<file path="src/ddrc_cfg.svh">
// Timing counts, mode words and field positions of the DDR command controller
`ifndef DDRC_CFG_SVH
`define DDRC_CFG_SVH

// ==========================================================
// Clock rates
`define DDRC_REF_NS 50
`define DDRC_CK_DIV 2
`define DDRC_CK_NS (`DDRC_REF_NS * `DDRC_CK_DIV)
`define DDRC_MIN_CK(t) (((t) + `DDRC_CK_NS - 1) / `DDRC_CK_NS)
`define DDRC_MAX_CK(t) ((t) / `DDRC_CK_NS)

// ==========================================================
// Device times in ns
`define DDRC_T_RCD_NS 15
`define DDRC_T_RRD_NS 10
`define DDRC_T_RFC_NS 70
`define DDRC_T_WTR_NS 10
`define DDRC_T_MRD_NS 10
`define DDRC_T_WR_NS 15
`define DDRC_T_RP_NS 15
`define DDRC_T_RC_NS 55
`define DDRC_T_PWRUP_NS 200000
`define DDRC_T_REFI_85_NS 1950
`define DDRC_T_REFI_95_NS 3900
`define DDRC_T_REFI_105_NS 7800

// ==========================================================
// Counts in CK cycles, plus the number of start-up AUTO REFRESH commands
`define DDRC_RCD_CK `DDRC_MIN_CK(`DDRC_T_RCD_NS)
`define DDRC_RFC_CK `DDRC_MIN_CK(`DDRC_T_RFC_NS)
`define DDRC_WTR_CK `DDRC_MIN_CK(`DDRC_T_WTR_NS)
`define DDRC_MRD_CK `DDRC_MIN_CK(`DDRC_T_MRD_NS)
`define DDRC_WR_CK `DDRC_MIN_CK(`DDRC_T_WR_NS)
`define DDRC_RP_CK `DDRC_MIN_CK(`DDRC_T_RP_NS)
`define DDRC_RC_CK `DDRC_MIN_CK(`DDRC_T_RC_NS)
`define DDRC_PWRUP_CK `DDRC_MIN_CK(`DDRC_T_PWRUP_NS)
`define DDRC_REFI_85_CK `DDRC_MAX_CK(`DDRC_T_REFI_85_NS)
`define DDRC_REFI_95_CK `DDRC_MAX_CK(`DDRC_T_REFI_95_NS)
`define DDRC_REFI_105_CK `DDRC_MAX_CK(`DDRC_T_REFI_105_NS)
`define DDRC_XSRD_CK 200
`define DDRC_XSNR_CK 75
`define DDRC_DLL_CK 200
`define DDRC_INIT_REFS 2
`define DDRC_DQSS_CK 1
`define DDRC_BL_CK 1
`define DDRC_DAL_CK (`DDRC_WR_CK + `DDRC_RP_CK)
`define DDRC_WR_BUSY_CK (`DDRC_DQSS_CK + `DDRC_BL_CK + `DDRC_DAL_CK)
`define DDRC_RD_BUSY_CK (`DDRC_BL_CK + `DDRC_RP_CK)
`define DDRC_WTR_TOT_CK (`DDRC_DQSS_CK + `DDRC_BL_CK + `DDRC_WTR_CK)

// ==========================================================
// Address fields and mode words
`define DDRC_A10 10
`define DDRC_A8 8
`define DDRC_MODE_OP 12'h021
`define DDRC_MODE_DLL_RST 12'h121
`define DDRC_EMODE_DLL_ON 12'h000
`define DDRC_BA_MODE 2'h0
`define DDRC_BA_EMODE 2'h1

`endif

</file>
<file path="src/ddrc_pkg.sv">
// Types of the DDR command controller
package ddrc_pkg;

	// ==========================================================
	// Command codes {cs_n, ras_n, cas_n, we_n}
	typedef enum logic [3:0] {
		CMD_MRS = 4'h0,
		CMD_AR = 4'h1,
		CMD_PRE = 4'h2,
		CMD_ACT = 4'h3,
		CMD_WR = 4'h4,
		CMD_RD = 4'h5,
		CMD_NOP = 4'h7
	} ddrc_cmd_t;

	// ==========================================================
	// Sequencer states
	typedef enum logic [3:0] {
		ST_PWRUP = 4'h0,
		ST_PRE1 = 4'h1,
		ST_EMRS = 4'h2,
		ST_MRS_DLL = 4'h3,
		ST_PRE2 = 4'h4,
		ST_REF = 4'h5,
		ST_MRS_OP = 4'h6,
		ST_IDLE = 4'h7,
		ST_RW = 4'h8,
		ST_SR = 4'h9
	} ddrc_state_t;

endpackage
</file>
<file path="src/ddrc_bank_timer.sv">
// Per-bank busy timer counting CK cycles until the bank accepts ACTIVE
`timescale 1ns/100ps
`default_nettype none
module ddrc_bank_timer
	import ddrc_pkg::*;
(
	input wire logic i_ref_clk, // System clock
	input wire logic i_rst_n, // Async reset, active low
	input wire logic i_tick, // One CK cycle elapsed
	input wire logic i_load, // Load a busy count
	input wire logic [3:0] i_count, // Busy count minus one
	output logic o_idle // Bank free for ACTIVE
);

	logic [3:0] cnt_r;
	logic [3:0] cnt_nxt;

	// ==========================================================
	// Longer load wins over the running count
	always_comb
	begin
		cnt_nxt = cnt_r;
		if (i_tick && cnt_r != 4'h0)
			cnt_nxt = cnt_r - 4'h1;
		if (i_load && i_count > cnt_nxt)
			cnt_nxt = i_count;
	end

	always_ff @(posedge i_ref_clk or negedge i_rst_n)
	begin
		if (!i_rst_n)
			cnt_r <= 4'h0;
		else
			cnt_r <= cnt_nxt;
	end

	assign o_idle = (cnt_r == 4'h0);

endmodule
`default_nettype wire

</file>
<file path="src/ddrc_ctrl.sv">
// DDR SDRAM command controller: power-up sequence and command spacing
//
// What this block does
// - Waits tRCD after ACTIVE before READ or WRITE to that bank.
// - Keeps ACTIVE commands to different banks tRRD apart.
// - Waits tRFC after AUTO REFRESH before ACTIVE or refresh.
// - Waits tWTR after the last write data pair before a READ.
// - Waits tMRD after any mode register set command.
// - Write with auto precharge holds the bank for tWR plus tRP.
// - No READ until 200 CK cycles after self refresh exit.
// - No other command until 75 CK cycles after self refresh exit.
// - Power-up holds CKE low with NOP and a running clock 200 us.
// - Then NOP with CKE raised, followed by PRECHARGE ALL.
// - Next an extended mode set enabling the DLL.
// - Mode set resetting the DLL, then 200 CK cycles to lock.
// - Then all banks are precharged again.
// - Then at least two AUTO REFRESH commands.
// - Ends with a mode set having A8 low.
`timescale 1ns/100ps
`default_nettype none
`include "ddrc_cfg.svh"
module ddrc_ctrl
	import ddrc_pkg::*;
(
	input wire logic i_ref_clk, // 20 MHz system clock
	input wire logic i_rst_n, // Async reset, active low
	input wire logic i_req_valid, // Access request
	input wire logic i_req_write, // 1 write, 0 read
	input wire logic [1:0] i_req_bank, // Bank address
	input wire logic [11:0] i_req_row, // Row address
	input wire logic [7:0] i_req_col, // Column address
	output logic o_req_ready, // Request taken this cycle
	input wire logic i_sr_req, // Hold device in self refresh
	input wire logic [1:0] i_temp_range, // 0 <=85C, 1 <=95C, else <=105C
	output logic o_init_done, // Initialization complete
	output logic o_self_refresh, // Device in self refresh
	output logic o_ck, // Device clock
	output logic o_ck_n, // Device clock, inverted
	output logic o_cke, // Clock enable
	output logic o_cs_n, // Chip select, active low
	output logic o_ras_n, // Row strobe, active low
	output logic o_cas_n, // Column strobe, active low
	output logic o_we_n, // Write enable, active low
	output logic [1:0] o_ba, // Bank address
	output logic [11:0] o_addr // Address
);

	// ==========================================================
	// Clock divider: commands change on falling CK
	logic ck_r;
	logic ckn_r;
	logic ck_en;

	always_ff @(posedge i_ref_clk or negedge i_rst_n)
	begin
		if (!i_rst_n)
		begin
			ck_r <= 1'b0;
			ckn_r <= 1'b1;
		end
		else
		begin
			ck_r <= ~ck_r;
			ckn_r <= ck_r;
		end
	end

	assign ck_en = ck_r;
	assign o_ck = ck_r;
	assign o_ck_n = ckn_r;

	// ==========================================================
	// Sequencer state
	ddrc_state_t state_r, state_nxt;
	ddrc_cmd_t cmd_r, cmd_nxt;
	logic [11:0] wait_r, wait_nxt;
	logic [11:0] addr_r, addr_nxt;
	logic [1:0] ba_r, ba_nxt;
	logic cke_r, cke_nxt;
	logic init_r, init_nxt;
	logic [1:0] refs_r, refs_nxt;
	logic rq_wr_r, rq_wr_nxt;
	logic [7:0] rq_col_r, rq_col_nxt;
	logic [1:0] wtr_r, wtr_nxt;
	logic [7:0] xsrd_r, xsrd_nxt;
	logic [7:0] refi_r, refi_nxt;
	logic pend_r, pend_nxt;
	logic [3:0] bank_idle;
	logic [3:0] bank_load;
	logic [3:0] bank_cnt;
	logic take;
	logic ref_clr;

	function automatic logic [7:0] refi_load(input logic [1:0] rng);
		case (rng)
			2'h0: refi_load = 8'(`DDRC_REFI_85_CK - 1);
			2'h1: refi_load = 8'(`DDRC_REFI_95_CK - 1);
			default: refi_load = 8'(`DDRC_REFI_105_CK - 1);
		endcase
	endfunction

	assign take = ck_en && state_r == ST_IDLE && wait_r == 12'h000 &&
		!pend_r && !i_sr_req && i_req_valid && bank_idle[i_req_bank] &&
		(i_req_write || (wtr_r == 2'h0 && xsrd_r == 8'h00));
	assign o_req_ready = take;

	always_comb
	begin
		state_nxt = state_r;
		cmd_nxt = cmd_r;
		wait_nxt = wait_r;
		addr_nxt = addr_r;
		ba_nxt = ba_r;
		cke_nxt = cke_r;
		init_nxt = init_r;
		refs_nxt = refs_r;
		rq_wr_nxt = rq_wr_r;
		rq_col_nxt = rq_col_r;
		wtr_nxt = wtr_r;
		xsrd_nxt = xsrd_r;
		bank_load = 4'h0;
		bank_cnt = 4'h0;
		ref_clr = 1'b0;
		if (ck_en)
		begin
			cmd_nxt = CMD_NOP;
			if (wtr_r != 2'h0)
				wtr_nxt = wtr_r - 2'h1;
			if (xsrd_r != 8'h00)
				xsrd_nxt = xsrd_r - 8'h01;
			if (wait_r != 12'h000)
				wait_nxt = wait_r - 12'h001;
			else
			begin
				case (state_r)
					ST_PWRUP:
					begin
						cke_nxt = 1'b1;
						state_nxt = ST_PRE1;
					end
					ST_PRE1:
					begin
						cmd_nxt = CMD_PRE;
						addr_nxt = 12'h000;
						addr_nxt[`DDRC_A10] = 1'b1;
						wait_nxt = 12'(`DDRC_RP_CK - 1);
						state_nxt = ST_EMRS;
					end
					ST_EMRS:
					begin
						cmd_nxt = CMD_MRS;
						ba_nxt = `DDRC_BA_EMODE;
						addr_nxt = `DDRC_EMODE_DLL_ON;
						wait_nxt = 12'(`DDRC_MRD_CK - 1);
						state_nxt = ST_MRS_DLL;
					end
					ST_MRS_DLL:
					begin
						cmd_nxt = CMD_MRS;
						ba_nxt = `DDRC_BA_MODE;
						addr_nxt = `DDRC_MODE_DLL_RST;
						wait_nxt = 12'(`DDRC_DLL_CK - 1);
						state_nxt = ST_PRE2;
					end
					ST_PRE2:
					begin
						cmd_nxt = CMD_PRE;
						addr_nxt = 12'h000;
						addr_nxt[`DDRC_A10] = 1'b1;
						wait_nxt = 12'(`DDRC_RP_CK - 1);
						refs_nxt = 2'(`DDRC_INIT_REFS - 1);
						state_nxt = ST_REF;
					end
					ST_REF:
					begin
						cmd_nxt = CMD_AR;
						wait_nxt = 12'(`DDRC_RFC_CK - 1);
						if (refs_r == 2'h0)
							state_nxt = ST_MRS_OP;
						else
							refs_nxt = refs_r - 2'h1;
					end
					ST_MRS_OP:
					begin
						cmd_nxt = CMD_MRS;
						ba_nxt = `DDRC_BA_MODE;
						addr_nxt = `DDRC_MODE_OP;
						wait_nxt = 12'(`DDRC_MRD_CK - 1);
						init_nxt = 1'b1;
						state_nxt = ST_IDLE;
					end
					ST_IDLE:
					begin
						if (pend_r && bank_idle == 4'hF)
						begin
							cmd_nxt = CMD_AR;
							ref_clr = 1'b1;
							wait_nxt = 12'(`DDRC_RFC_CK - 1);
						end
						else if (i_sr_req && bank_idle == 4'hF)
						begin
							cmd_nxt = CMD_AR;
							cke_nxt = 1'b0;
							state_nxt = ST_SR;
						end
						else if (take)
						begin
							cmd_nxt = CMD_ACT;
							ba_nxt = i_req_bank;
							addr_nxt = i_req_row;
							rq_wr_nxt = i_req_write;
							rq_col_nxt = i_req_col;
							wait_nxt = 12'(`DDRC_RCD_CK - 1);
							bank_load[i_req_bank] = 1'b1;
							bank_cnt = 4'(`DDRC_RC_CK - 1);
							state_nxt = ST_RW;
						end
					end
					ST_RW:
					begin
						cmd_nxt = rq_wr_r ? CMD_WR : CMD_RD;
						addr_nxt = {4'h0, rq_col_r};
						addr_nxt[`DDRC_A10] = 1'b1;
						bank_load[ba_r] = 1'b1;
						if (rq_wr_r)
						begin
							bank_cnt = 4'(`DDRC_WR_BUSY_CK - 1);
							wtr_nxt = 2'(`DDRC_WTR_TOT_CK);
						end
						else
							bank_cnt = 4'(`DDRC_RD_BUSY_CK - 1);
						state_nxt = ST_IDLE;
					end
					ST_SR:
					begin
						if (!i_sr_req)
						begin
							cke_nxt = 1'b1;
							wait_nxt = 12'(`DDRC_XSNR_CK - 1);
							xsrd_nxt = 8'(`DDRC_XSRD_CK - 1);
							state_nxt = ST_IDLE;
						end
					end
					default:
						state_nxt = ST_PWRUP;
				endcase
			end
		end
	end

	always_ff @(posedge i_ref_clk or negedge i_rst_n)
	begin
		if (!i_rst_n)
		begin
			state_r <= ST_PWRUP;
			cmd_r <= CMD_NOP;
			wait_r <= 12'(`DDRC_PWRUP_CK - 1);
			addr_r <= 12'h000;
			ba_r <= 2'h0;
			cke_r <= 1'b0;
			init_r <= 1'b0;
			refs_r <= 2'h0;
			rq_wr_r <= 1'b0;
			rq_col_r <= 8'h00;
			wtr_r <= 2'h0;
			xsrd_r <= 8'h00;
		end
		else
		begin
			state_r <= state_nxt;
			cmd_r <= cmd_nxt;
			wait_r <= wait_nxt;
			addr_r <= addr_nxt;
			ba_r <= ba_nxt;
			cke_r <= cke_nxt;
			init_r <= init_nxt;
			refs_r <= refs_nxt;
			rq_wr_r <= rq_wr_nxt;
			rq_col_r <= rq_col_nxt;
			wtr_r <= wtr_nxt;
			xsrd_r <= xsrd_nxt;
		end
	end

	// ==========================================================
	// Refresh interval: free-running, so the average stays bounded
	always_comb
	begin
		refi_nxt = refi_r;
		pend_nxt = pend_r & ~ref_clr;
		if (ck_en)
		begin
			if (refi_r == 8'h00)
			begin
				refi_nxt = refi_load(i_temp_range);
				pend_nxt = 1'b1;
			end
			else
				refi_nxt = refi_r - 8'h01;
		end
	end

	always_ff @(posedge i_ref_clk or negedge i_rst_n)
	begin
		if (!i_rst_n)
		begin
			refi_r <= 8'(`DDRC_REFI_85_CK - 1);
			pend_r <= 1'b0;
		end
		else
		begin
			refi_r <= refi_nxt;
			pend_r <= pend_nxt;
		end
	end

	// ==========================================================
	// Bank timers
	genvar gi;
	generate
		for (gi = 0; gi < 4; gi++)
		begin : g_bank
			ddrc_bank_timer u_timer (
				.i_ref_clk(i_ref_clk),
				.i_rst_n(i_rst_n),
				.i_tick(ck_en),
				.i_load(bank_load[gi]),
				.i_count(bank_cnt),
				.o_idle(bank_idle[gi])
			);
		end
	endgenerate

	assign {o_cs_n, o_ras_n, o_cas_n, o_we_n} = cmd_r;
	assign o_cke = cke_r;
	assign o_ba = ba_r;
	assign o_addr = addr_r;
	assign o_init_done = init_r;
	assign o_self_refresh = (state_r == ST_SR);

	// ==========================================================
	// Checks
	logic iss_r;
	logic [11:0] pu_ck_r;
	logic [7:0] dll_ck_r;
	logic [7:0] srx_ck_r;
	logic [1:0] wr_ba_r;

	always_ff @(posedge i_ref_clk or negedge i_rst_n)
	begin
		if (!i_rst_n)
		begin
			iss_r <= 1'b0;
			pu_ck_r <= 12'h000;
			dll_ck_r <= 8'h00;
			srx_ck_r <= 8'hFF;
			wr_ba_r <= 2'h0;
		end
		else
		begin
			iss_r <= ck_en;
			if (ck_en && pu_ck_r != 12'hFFF)
				pu_ck_r <= pu_ck_r + 12'h001;
			if (iss_r && cmd_r == CMD_MRS && o_addr[`DDRC_A8])
				dll_ck_r <= 8'h00;
			else if (ck_en && dll_ck_r != 8'hFF)
				dll_ck_r <= dll_ck_r + 8'h01;
			if (state_r == ST_SR)
				srx_ck_r <= 8'h00;
			else if (ck_en && srx_ck_r != 8'hFF)
				srx_ck_r <= srx_ck_r + 8'h01;
			if (iss_r && cmd_r == CMD_WR)
				wr_ba_r <= o_ba;
		end
	end
endmodule
`default_nettype wire

</file>
<file path="config.mk">
export PLATFORM = sky130hd
export DESIGN_NAME = ddrc_ctrl
export DESIGN_NICKNAME = d
export VERILOG_FILES = /design/src/ddrc_pkg.sv /design/src/ddrc_bank_timer.sv /design/src/ddrc_ctrl.sv
export VERILOG_INCLUDE_DIRS = /design/src
export SDC_FILE = /design/constraint.sdc
export NUM_CORES = 1
export LEC_CHECK = 0
export BUFFER_PORTS_ARGS = -buffer_cell sky130_fd_sc_hd__buf_2
export CORE_MARGIN = 2
export CORE_UTILIZATION = 59
export CTS_CLUSTER_SIZE = 14
export DETAILED_ROUTE_END_ITERATION = 10
export MAX_ROUTING_LAYER = met4
export PLACE_DENSITY = 0.83
export SYNTH_ARGS = -nofsm -noshare
export SYNTH_HDL_FRONTEND = slang
export SYNTH_SLANG_ARGS = --single-unit
</file>
<file path="constraint.sdc">
create_clock -name i_ref_clk -period 4.6 [get_ports i_ref_clk]
set_input_delay 0.46 -clock i_ref_clk [delete_from_list [all_inputs] [get_ports i_ref_clk]]
set_output_delay 0.46 -clock i_ref_clk [all_outputs]
set_load 0.02 [all_outputs]
</file>
Word-level counts from Yosys, hierarchy flattened:

Index checks and enable logic that the tools add are counted.
Widths: inputs -> output; s select.

* order comparisons: 8
* reduce and logical (&&, ||, !) cells: 59
* add/subtract/negate cells: 9
* eq/ne operators: 22
* mux-type cells: 72
* bitwise gates (word level): 6

Operator list (count)
* $mux 12: 8
* $mux 4: 18
* $pmux 12 s6: 1
* $pmux 12 s4: 1
* $mux 8: 5
* $pmux 4 s9: 1
* $reduce_and 6->1: 5
* $mux 2: 12
* $logic_and 1x1->1: 20
* $logic_not 4->1: 5
* $eq 4x3->1 const B: 4
* $gt 2x4->1: 4
* $logic_not 8->1: 2
* $reduce_bool 4->1: 4
* $sub 4x1->4 const B: 4
* $sub 8x1->8 const B: 2
* $pmux 3 s5: 1
* $pmux 7 s2: 1
* $mux 1: 13
* $eq 4x4->1 const B: 3
* $logic_not 12->1: 1
* $mux 3: 4
* $ne 2x2->1 const B: 6
* $reduce_bool 12->1: 1
* other kinds (33): 50

* logic and storage cells: 196
* input bits: 29
* output and inout bits: 24
* register bits after elaboration: 84

Depth between registers and ports, before layout:

Gate-level depths: netlist of run 1.

* depth in word-level cells: 16
* gate-level depth with buffers: 15
* gate-level depth less buffers: 13

By module:

A second synthesis of run 1 with hierarchy kept.

* cell total of the unflattened synthesis: 561
* area, all modules: 5355.1 um^2

Modules (own cells, without submodules)
* ddrc_ctrl: area an instance 3968.8 um^2, seq. area each 1695.4 um^2, cells each 421, instances 1
* ddrc_bank_timer: area an instance 346.6 um^2, seq. area each 100.1 um^2, cells each 35, instances 4

Worst setup path before layout of run 1:

OpenSTA, ideal clock, no wires.

* path type: register -> register
* from: register wait_r[0]
* to: register g_bank[2].u_timer.cnt_r[0]
* path buffers: 2
* setup time: 125 ps
* required time: 4475 ps
* arrival: 3641 ps
* cell stages (with the launch flop): 16
* clock period less this slack: 3766 ps
* slack: 834 ps
* cells stage by stage: dfstp_2 -> inv_1 -> ha_1 -> or4b_1 -> buf_2 -> or4_4 -> buf_6 -> nor2_1 -> nand2_1 -> inv_1 -> ha_1 -> nand2_1 -> o21ai_0 -> or4_1 -> a21oi_1 -> mux2_2

* longest elaborated chain between the ends: 15
* elaborated cells between the ends (all ways): 19
* those cells by class: order compare: 1; mux: 9; reduce/logical: 9

RTL lines
* start, declared: RTL line ddrc_ctrl.sv:76 `logic [11:0] wait_r, wait_nxt;`
* start signal, assigned: RTL line ddrc_ctrl.sv:257 `` wait_r <= 12'(`DDRC_PWRUP_CK - 1); ``
* start signal, assigned: RTL line ddrc_ctrl.sv:272 `wait_r <= wait_nxt;`
* $logic_not 12->1: RTL line ddrc_ctrl.sv:102 `assign take = ck_en && state_r == ST_IDLE && wait_r == 12'h000 &&`
* $logic_and 1x1->1 (2 in series): RTL line ddrc_ctrl.sv:102
* $logic_and 1x1->1 (4 in series): RTL line ddrc_ctrl.sv:103 `!pend_r && !i_sr_req && i_req_valid && bank_idle[i_req_bank] &&`
* $mux 4: RTL line ddrc_ctrl.sv:206 `else if (take)`
* $mux 4: RTL line ddrc_ctrl.sv:200 `else if (i_sr_req && bank_idle == 4'hF)`
* $mux 4: RTL line ddrc_ctrl.sv:194 `if (pend_r && bank_idle == 4'hF)`
* $pmux 4 s2: RTL line ddrc_ctrl.sv:135 `case (state_r)`
* $mux 4: RTL line ddrc_ctrl.sv:131 `if (wait_r != 12'h000)`
* $mux 4: RTL line ddrc_ctrl.sv:124 `if (ck_en)`
* $logic_and 1x1->1: RTL line ddrc_bank_timer.sv:25 `if (i_load && i_count > cnt_nxt)`
* $mux 4 *: RTL line ddrc_bank_timer.sv:25
* named net g_bank[2].u_timer.cnt_nxt[0]: RTL line ddrc_bank_timer.sv:16 `logic [3:0] cnt_nxt;`
* end signal, assigned: RTL line ddrc_bank_timer.sv:34 `cnt_r <= cnt_nxt;`
* end, declared: RTL line ddrc_bank_timer.sv:15 `logic [3:0] cnt_r;`

The timed path passes the listed nets; every way through them passes the cells marked *.
A chain may end at the register's enable or synchronous reset.

Worst setup path after layout of run 1:

Same ends and word-level chain as after synthesis.

==> flow_metrics.env, run 1 <==
export IMPL_status="completed"
export IMPL_routed_wire_length_per_instance_um=16.8
export IMPL_crit_path_end_kind="register"
export IMPL_largest_net_degree_at_the_start_of_global_routing=84
export IMPL_routed_via_density=6.28
export IMPL_power_per_cell_area_mw_per_mm2=268
export IMPL_worst_ir_drop_vdd_uv=292
export IMPL_path_category_of_the_worst_min_delay_check="in2async"
export IMPL_p_leak_nw=2.55
export IMPL_placementRows=33
export IMPL_rr_endpoint="g_bank[2].u_timer.cnt_r[0]$_DFF_PN0_"
export IMPL_wl_mm=11.9
export IMPL_number_of_clock_buffers_inserted_by_tritoncts=9
export IMPL_worstMarginPinSlew_ps=1050
export IMPL_placedCellCount=694
export IMPL_post_synth_and_or_nand_nor_area_fraction_pct=24.2
export IMPL_die_area_mm2=0.00921
export IMPL_rr_startpoint="wait_r[0]$_DFFE_PN1P_"
export IMPL_route_detailed_drc=0
export IMPL_synth_edff_count=0
export IMPL_regToRegSetupSlack_ps=490
export IMPL_report_final_slew_viol_count=0
export IMPL_grt_util_all_layers_pct=28.1
export IMPL_io_pins=53
export IMPL_cts_tree="done"
export IMPL_post_dp_hpwl_mm=8.58
export IMPL_cts_root_buf="clkbuf_8"
export IMPL_timing_setup_critical_path_class="reg2reg"
export IMPL_clk_pin_slew_worst_paths_ps=90
export IMPL_timing_critical_path_from="wait_r[0]$_DFFE_PN1P_"
export IMPL_finalNetCount=652
export IMPL_dieWidth_um=96.0
export IMPL_finalSetupTns_ps=0
export IMPL_synth_top_area_share_pct=34.1
export IMPL_synthAdderAreaFrac_pct=5.77
export IMPL_clock_path_buffers=2
export IMPL_worstPathMaxFanout=7
export IMPL_finalWeightedCongestion=0.924
export IMPL_synth_seq_area_share_pct=42.0
export IMPL_syn_num_nets=603
export IMPL_first_pass_iteration_count_of_the_detailed_router=6
export IMPL_ctsResizeCount=0
export IMPL_worstSetupEndpoint="g_bank[2].u_timer.cnt_r[0]$_DFF_PN0_"
export IMPL_clock_latency_ps=360
export IMPL_final_layout_size_suffix_gt1_share_pct=21.3
export IMPL_drt_initial_drc_count=370
export IMPL_synth_xor_area_share_pct=1.23
export IMPL_avgSynthCellArea_um2=9.06
export IMPL_layout_worst_path_cycle_share_pct=89.3
export IMPL_synth_top_family_by_area="simple AND/OR/NAND/NOR gates"
export IMPL_netlist_top_cell_by_area="dfrtp_1"
export IMPL_final_hold_viol_count=0
export IMPL_detailed_route_via_count=4459
export IMPL_critPathLaunchType="register"
export IMPL_chipHeight_um=96.0
export IMPL_synthArstFlopShare_pct=100
export IMPL_grt_pass1_wl_mm=19.5
export IMPL_synthToLayoutAreaGrowth_pct=11.4
export IMPL_grt_antenna_before_repair=0
export IMPL_synth_yosys_warnings=0
export IMPL_worstPathArrival_ps=4350
export IMPL_synth_ff_latch_count=83
export IMPL_start_util_pct=60.7
export IMPL_final_cell_count_no_fill=710
export IMPL_yosys_most_used_dff="dfrtp_1"
export IMPL_most_frequent_cells_in_the_layout="dfrtp_1, nor2_1, nand2_1"
export IMPL_finalSetupViolations=0
export IMPL_number_of_maximum_capacitance_constraint_violations=0
export IMPL_timing_critical_path_required_ps=4850
export IMPL_timing_slew_headroom_pct=30.1
export IMPL_main_area_contributors_after_synthesis="dfrtp_1, dfstp_2, ha_1"
export IMPL_io_buffers=51
export IMPL_synth_compound_area_share_pct=16.1
export IMPL_grt_overflow=0
export IMPL_syn_inst=551
export IMPL_route_antenna_remaining_nets=0
export IMPL_synth_area_mm2=0.00499
export IMPL_layout_min_cycle_time_ps=4110
export IMPL_grt_pass1_vias=4052
export IMPL_post_cts_setup_inserts=0
export IMPL_layout_cells_most_common="dfrtp_1"
export IMPL_core_area_mm2=0.00822
export IMPL_achievable_frequency_mhz=243
export IMPL_clock_sinks=83
export IMPL_synth_lib_cells_used_distinct=64
export IMPL_setup_clock_skew_after_layout_ps=12.7
export IMPL_grt_setup_unrepaired="false"
export IMPL_synth_area_mux_share_pct=6.42
export IMPL_ctsHtreeMaxLevel=3
export IMPL_num_antenna_cells=0
export IMPL_ctsHoldBuffers=0
export IMPL_r2r_cells=14
-- metrics by stage --
stage / total power, mW / hold WS, ps / util [%] / worst slack (ps) / area, um^2
3_3_place_gp: 0.960 / 449 / 65.2 / 676 / 5360
4_1_cts: 1.50 / 315 / 67.6 / 508 / 5560
3_5_place_dp: 0.969 / 455 / 65.2 / 534 / 5360
6_report: 1.49 / 247 / 67.6 / 492 / 5560
2_1_floorplan: 0.910 / 164 / - / 834 / 4990
5_1_grt: 1.56 / 319 / 67.6 / 267 / 5560
-- power breakdown --
part / internal [mW] / switching, mW
clock network: 0.254 / 0.281
registers: 0.771 / 0.0318
logic: 0.0655 / 0.0886
total: 1.09 / 0.402
-- metal layers --
| metal | global-route usage (%) | up-vias | routed length, um |
|---|---|---|---|
| met2 | 43.9 | 177 | 5800 |
| met5 | - | - | 0 |
| met3 | 4.46 | 24 | 734 |
| li1 | - | 2093 | - |
| met1 | 38.6 | 2165 | 5200 |
| met4 | 7.38 | 0 | 195 |
-- state kept, by name (all words and copies together) (netlist names), 2 cells and up --
| name | cells |
|---|---|
| refi_r | 8 |
| g_bank.u_timer.cnt_r | 16 |
| cmd_r | 3 |
| state_r | 4 |
| xsrd_r | 8 |
| refs_r | 2 |
| wait_r | 12 |
| o_addr | 12 |
| rq_col_r | 8 |
| wtr_r | 2 |
| o_ba | 2 |
-- cell families after synthesis --
kind of cell | after synthesis
compound gates | 131
xor+xnor | 7
fa+ha+maj | 23
buf+inv | 52
flops | 83
mux | 28
other cells | 1
simple gates | 226
-- cell type report --
class	count	area, um^2
multi-input combinational	416	2690
fill	645	2660
sequential	83	2100
timing repair buffer	61	333
tap	105	131
clock buffer	9	124
inverter	29	109
clock inverter	7	73.8
-- Yosys cell counts, drive strengths merged, types with 2 or more instances --
cell type	n
mux2	22
nand2b	9
a21o	7
nor4	15
buf	9
nor3	17
o211ai	3
o21a	2
o21ai	27
dfrtp	68
mux2i	5
or3b	5
nand4	5
a21oi	50
xnor2	7
nand3	16
nor3b	6
nor2b	7
a41oi	2
or2	3
and3	4
or4	8
a22o	2
nor2	60
a31oi	8
inv	29
or3	2
a22oi	8
o32ai	2
clkbuf	14
nor4bb	2
nand2	53
dfstp	15
nor4b	3
o41ai	2
nand3b	4
o31ai	7
a211o	3
ha	23
-- critical path, cell delays in order, from the launching register on --
cell,delay (ps)
dfstp_2,390
inv_1,80
ha_1,140
or4b_1,600
or4_4,640
nor2_1,120
buf_4,150
nand2_1,200
inv_1,200
ha_1,260
nand2_1,70
o21ai_0,70
or4_1,480
a21oi_1,220
mux2_2,360
-- how the worst min path moves through the flow --
| stage | to | cells past startpoint | start |
|---|---|---|---|
| floorplan | g_bank[0].u_timer.cnt_r[0]$_DFF_PN0_ | 0 | i_rst_n |
| global placement | o_init_done$_DFFE_PN0P_ | 1 | o_init_done$_DFFE_PN0P_ |
| detailed placement | o_init_done$_DFFE_PN0P_ | 1 | o_init_done$_DFFE_PN0P_ |
| CTS | o_addr[9]$_DFFE_PN0P_ | 3 | i_req_row[9] |
| global route | rq_col_r[1]$_DFFE_PN0P_ | 2 | i_req_col[1] |
| finish | xsrd_r[1]$_DFFE_PN0P_ | 1 | i_rst_n |
(Power assumes the default switching activity.)
==> run 2, diff against run 1 <==
--- a/config.mk
+++ b/config.mk
@@ -12,7 +12,8 @@
 export CTS_CLUSTER_SIZE = 14
 export DETAILED_ROUTE_END_ITERATION = 10
 export MAX_ROUTING_LAYER = met4
-export PLACE_DENSITY = 0.83
+export PLACE_DENSITY = 0.77
+export RECOVER_POWER = 50
 export SYNTH_ARGS = -nofsm -noshare
 export SYNTH_HDL_FRONTEND = slang
 export SYNTH_SLANG_ARGS = --single-unit
==> flow_metrics.env, run 2 (synthesis results as in run 1) <==
export IMPL_status="finished, violations left"
export IMPL_violations="capacitance limit, slew limit"
export IMPL_switching_share_pct=26.4
export IMPL_dieWidth_um=96.0
export IMPL_internal_power_mw=1.15
export IMPL_first_pass_iteration_count_of_the_detailed_router=5
export IMPL_grt_overflow=0
export IMPL_layout_min_cycle_time_ps=3990
export IMPL_routed_via_density=6.20
export IMPL_crit_path_end_kind="register"
export IMPL_start_util_pct=60.7
export IMPL_report_final_slew_viol_count=84
export IMPL_num_antenna_cells=0
export IMPL_slowest_stage="or4_4"
export IMPL_most_frequent_cells_in_the_layout="dfrtp_1, nor2_1, nand2_1"
export IMPL_cpPeakStageDelay_ps=640
export IMPL_clock_sinks=83
export IMPL_grt_util_all_layers_pct=28.6
export IMPL_ctsHoldBuffers=0
export IMPL_placement_cell_area_mm2=0.00534
export IMPL_die_area_mm2=0.00921
export IMPL_io_pins=53
export IMPL_grt_antenna_before_repair=0
export IMPL_share_seq_of_total_power_pct=51.6
export IMPL_achievable_frequency_mhz=251
export IMPL_worstSetupEndpoint="g_bank[2].u_timer.cnt_r[0]$_DFF_PN0_"
export IMPL_grt_setup_unrepaired="false"
export IMPL_wl_mm=11.9
export IMPL_critPathLaunchType="register"
export IMPL_finalSetupTns_ps=0
export IMPL_largest_net_degree_at_the_start_of_global_routing=84
export IMPL_layout_cells_most_common="dfrtp_1"
export IMPL_path_category_of_the_worst_min_delay_check="in2reg"
export IMPL_number_of_clock_buffers_inserted_by_tritoncts=9
export IMPL_power_net_switching_mw=0.410
export IMPL_finalSetupViolations=0
export IMPL_finalWeightedCongestion=0.899
export IMPL_drt_initial_drc_count=321
export IMPL_routed_wire_length_per_instance_um=16.9
export IMPL_placementRows=33
export IMPL_grt_pass1_wl_mm=19.8
export IMPL_ctsResizeCount=0
export IMPL_timing_critical_path_required_ps=4850
export IMPL_number_of_maximum_capacitance_constraint_violations=1
export IMPL_timing_slew_headroom_pct=-38.2
export IMPL_max_flop_register="g_bank.u_timer.cnt_r"
export IMPL_grt_pass1_vias=4159
export IMPL_r2r_cells=13
export IMPL_rr_endpoint="g_bank[2].u_timer.cnt_r[0]$_DFF_PN0_"
export IMPL_core_area_mm2=0.00822
export IMPL_cts_root_buf="clkbuf_8"
export IMPL_ctsHtreeMaxLevel=3
export IMPL_io_buffers=51
export IMPL_post_cts_setup_inserts=0
export IMPL_clk_pin_slew_worst_paths_ps=90
export IMPL_cts_tree="done"
export IMPL_layout_worst_path_cycle_share_pct=86.8
export IMPL_worstMarginPinSlew_ps=2070
export IMPL_largest_register_ffs=16
export IMPL_synthToLayoutAreaGrowth_pct=11.3
export IMPL_share_of_total_power_in_the_clock_network_pct=38.6
export IMPL_design_area_mm2=0.00555
export IMPL_worstPathMaxFanout=7
export IMPL_timing_setup_critical_path_class="reg2reg"
export IMPL_worstPathArrival_ps=4240
export IMPL_worst_ir_drop_vdd_uv=170
export IMPL_post_dp_hpwl_mm=8.41
export IMPL_chipHeight_um=96.0
export IMPL_final_layout_size_suffix_gt1_share_pct=19.7
export IMPL_clock_latency_ps=360
export IMPL_route_antenna_remaining_nets=0
export IMPL_finalNetCount=650
export IMPL_setup_clock_skew_after_layout_ps=9.85
export IMPL_critical_path_cell_chain="inv_1 -> ha_1 -> or4b_1 -> or4_4 -> nor2_1 -> nand2_1 -> inv_1 -> ha_1 -> nand2_1 -> o21ai_0 -> or4_1 -> a21oi_1 -> mux2_2"
export IMPL_rr_startpoint="wait_r[0]$_DFFE_PN1P_"
export IMPL_power_share_combinational_pct=9.9
export IMPL_timing_critical_path_from="wait_r[0]$_DFFE_PN1P_"
export IMPL_p_leak_nw=2.52
export IMPL_regToRegSetupSlack_ps=610
export IMPL_detailed_route_via_count=4388
export IMPL_route_detailed_drc=0
export IMPL_final_hold_viol_count=0
export IMPL_power_per_cell_area_mw_per_mm2=280
export IMPL_clock_path_buffers=2
run 2: how the worst min path moves through the flow:
stage	slack, ps	start	end	depth (start not counted)
3_3_place_gp	450	o_init_done$_DFFE_PN0P_	o_init_done$_DFFE_PN0P_	1
5_1_grt	320	i_req_col[5]	rq_col_r[5]$_DFFE_PN0P_	2
2_1_floorplan	160	i_rst_n	g_bank[0].u_timer.cnt_r[0]$_DFF_PN0_	0
3_5_place_dp	450	o_init_done$_DFFE_PN0P_	o_init_done$_DFFE_PN0P_	1
6_report	300	i_req_row[9]	o_addr[9]$_DFFE_PN0P_	3
4_1_cts	300	i_req_row[9]	o_addr[9]$_DFFE_PN0P_	3
run 2: worst max-delay path, delay by kind of cell (launching register included):
family / cells / cell delay [ps]
and+or+nand+nor: 6 / 2140
muxes: 1 / 360
AOI/OAI and AO/OA: 2 / 290
DFF: 1 / 390
buffers and inverters: 2 / 290
adders and majority gates: 2 / 400
run 2: cell type report:
class | count | area (um^2)
Fill cell | 674 | 2670
Tap cell | 105 | 131
Clock buffer | 9 | 124
Clock inverter | 7 | 100
Timing Repair Buffer | 59 | 302
Sequential cell | 83 | 2100
Multi-Input combinational cell | 416 | 2690
Inverter | 29 | 109
run 2: power groups by stage:
| stage | registers [mW] | clock network (mW) | logic (mW) |
|---|---|---|---|
| floorplan | 0.807 | 0 | 0.103 |
| finish | 0.802 | 0.600 | 0.153 |
| detailed placement | 0.815 | 0 | 0.152 |
| global placement | 0.814 | 0 | 0.147 |
| CTS | 0.801 | 0.609 | 0.154 |
| global route | 0.812 | 0.643 | 0.177 |
run 2: per-stage QoR:
step / power (mW) / utilization (%) / hold slack [ps] / cells / setup WS [ps]
2_1_floorplan: 0.910 / - / 164 / 551 / 834
3_3_place_gp: 0.961 / 65.0 / 455 / 692 / 746
3_5_place_dp: 0.967 / 65.0 / 454 / 692 / 630
4_1_cts: 1.56 / 67.8 / 296 / 708 / 612
5_1_grt: 1.63 / 67.6 / 316 / 708 / 295
6_report: 1.56 / 67.6 / 301 / 708 / 608
run 2: per-layer routing:
metal / track usage (%) / share of wire [%]
met5: - / 0
met4: 9.17 / 2.0
met3: 4.46 / 5.7
met2: 44.3 / 48
met1: 38.9 / 45
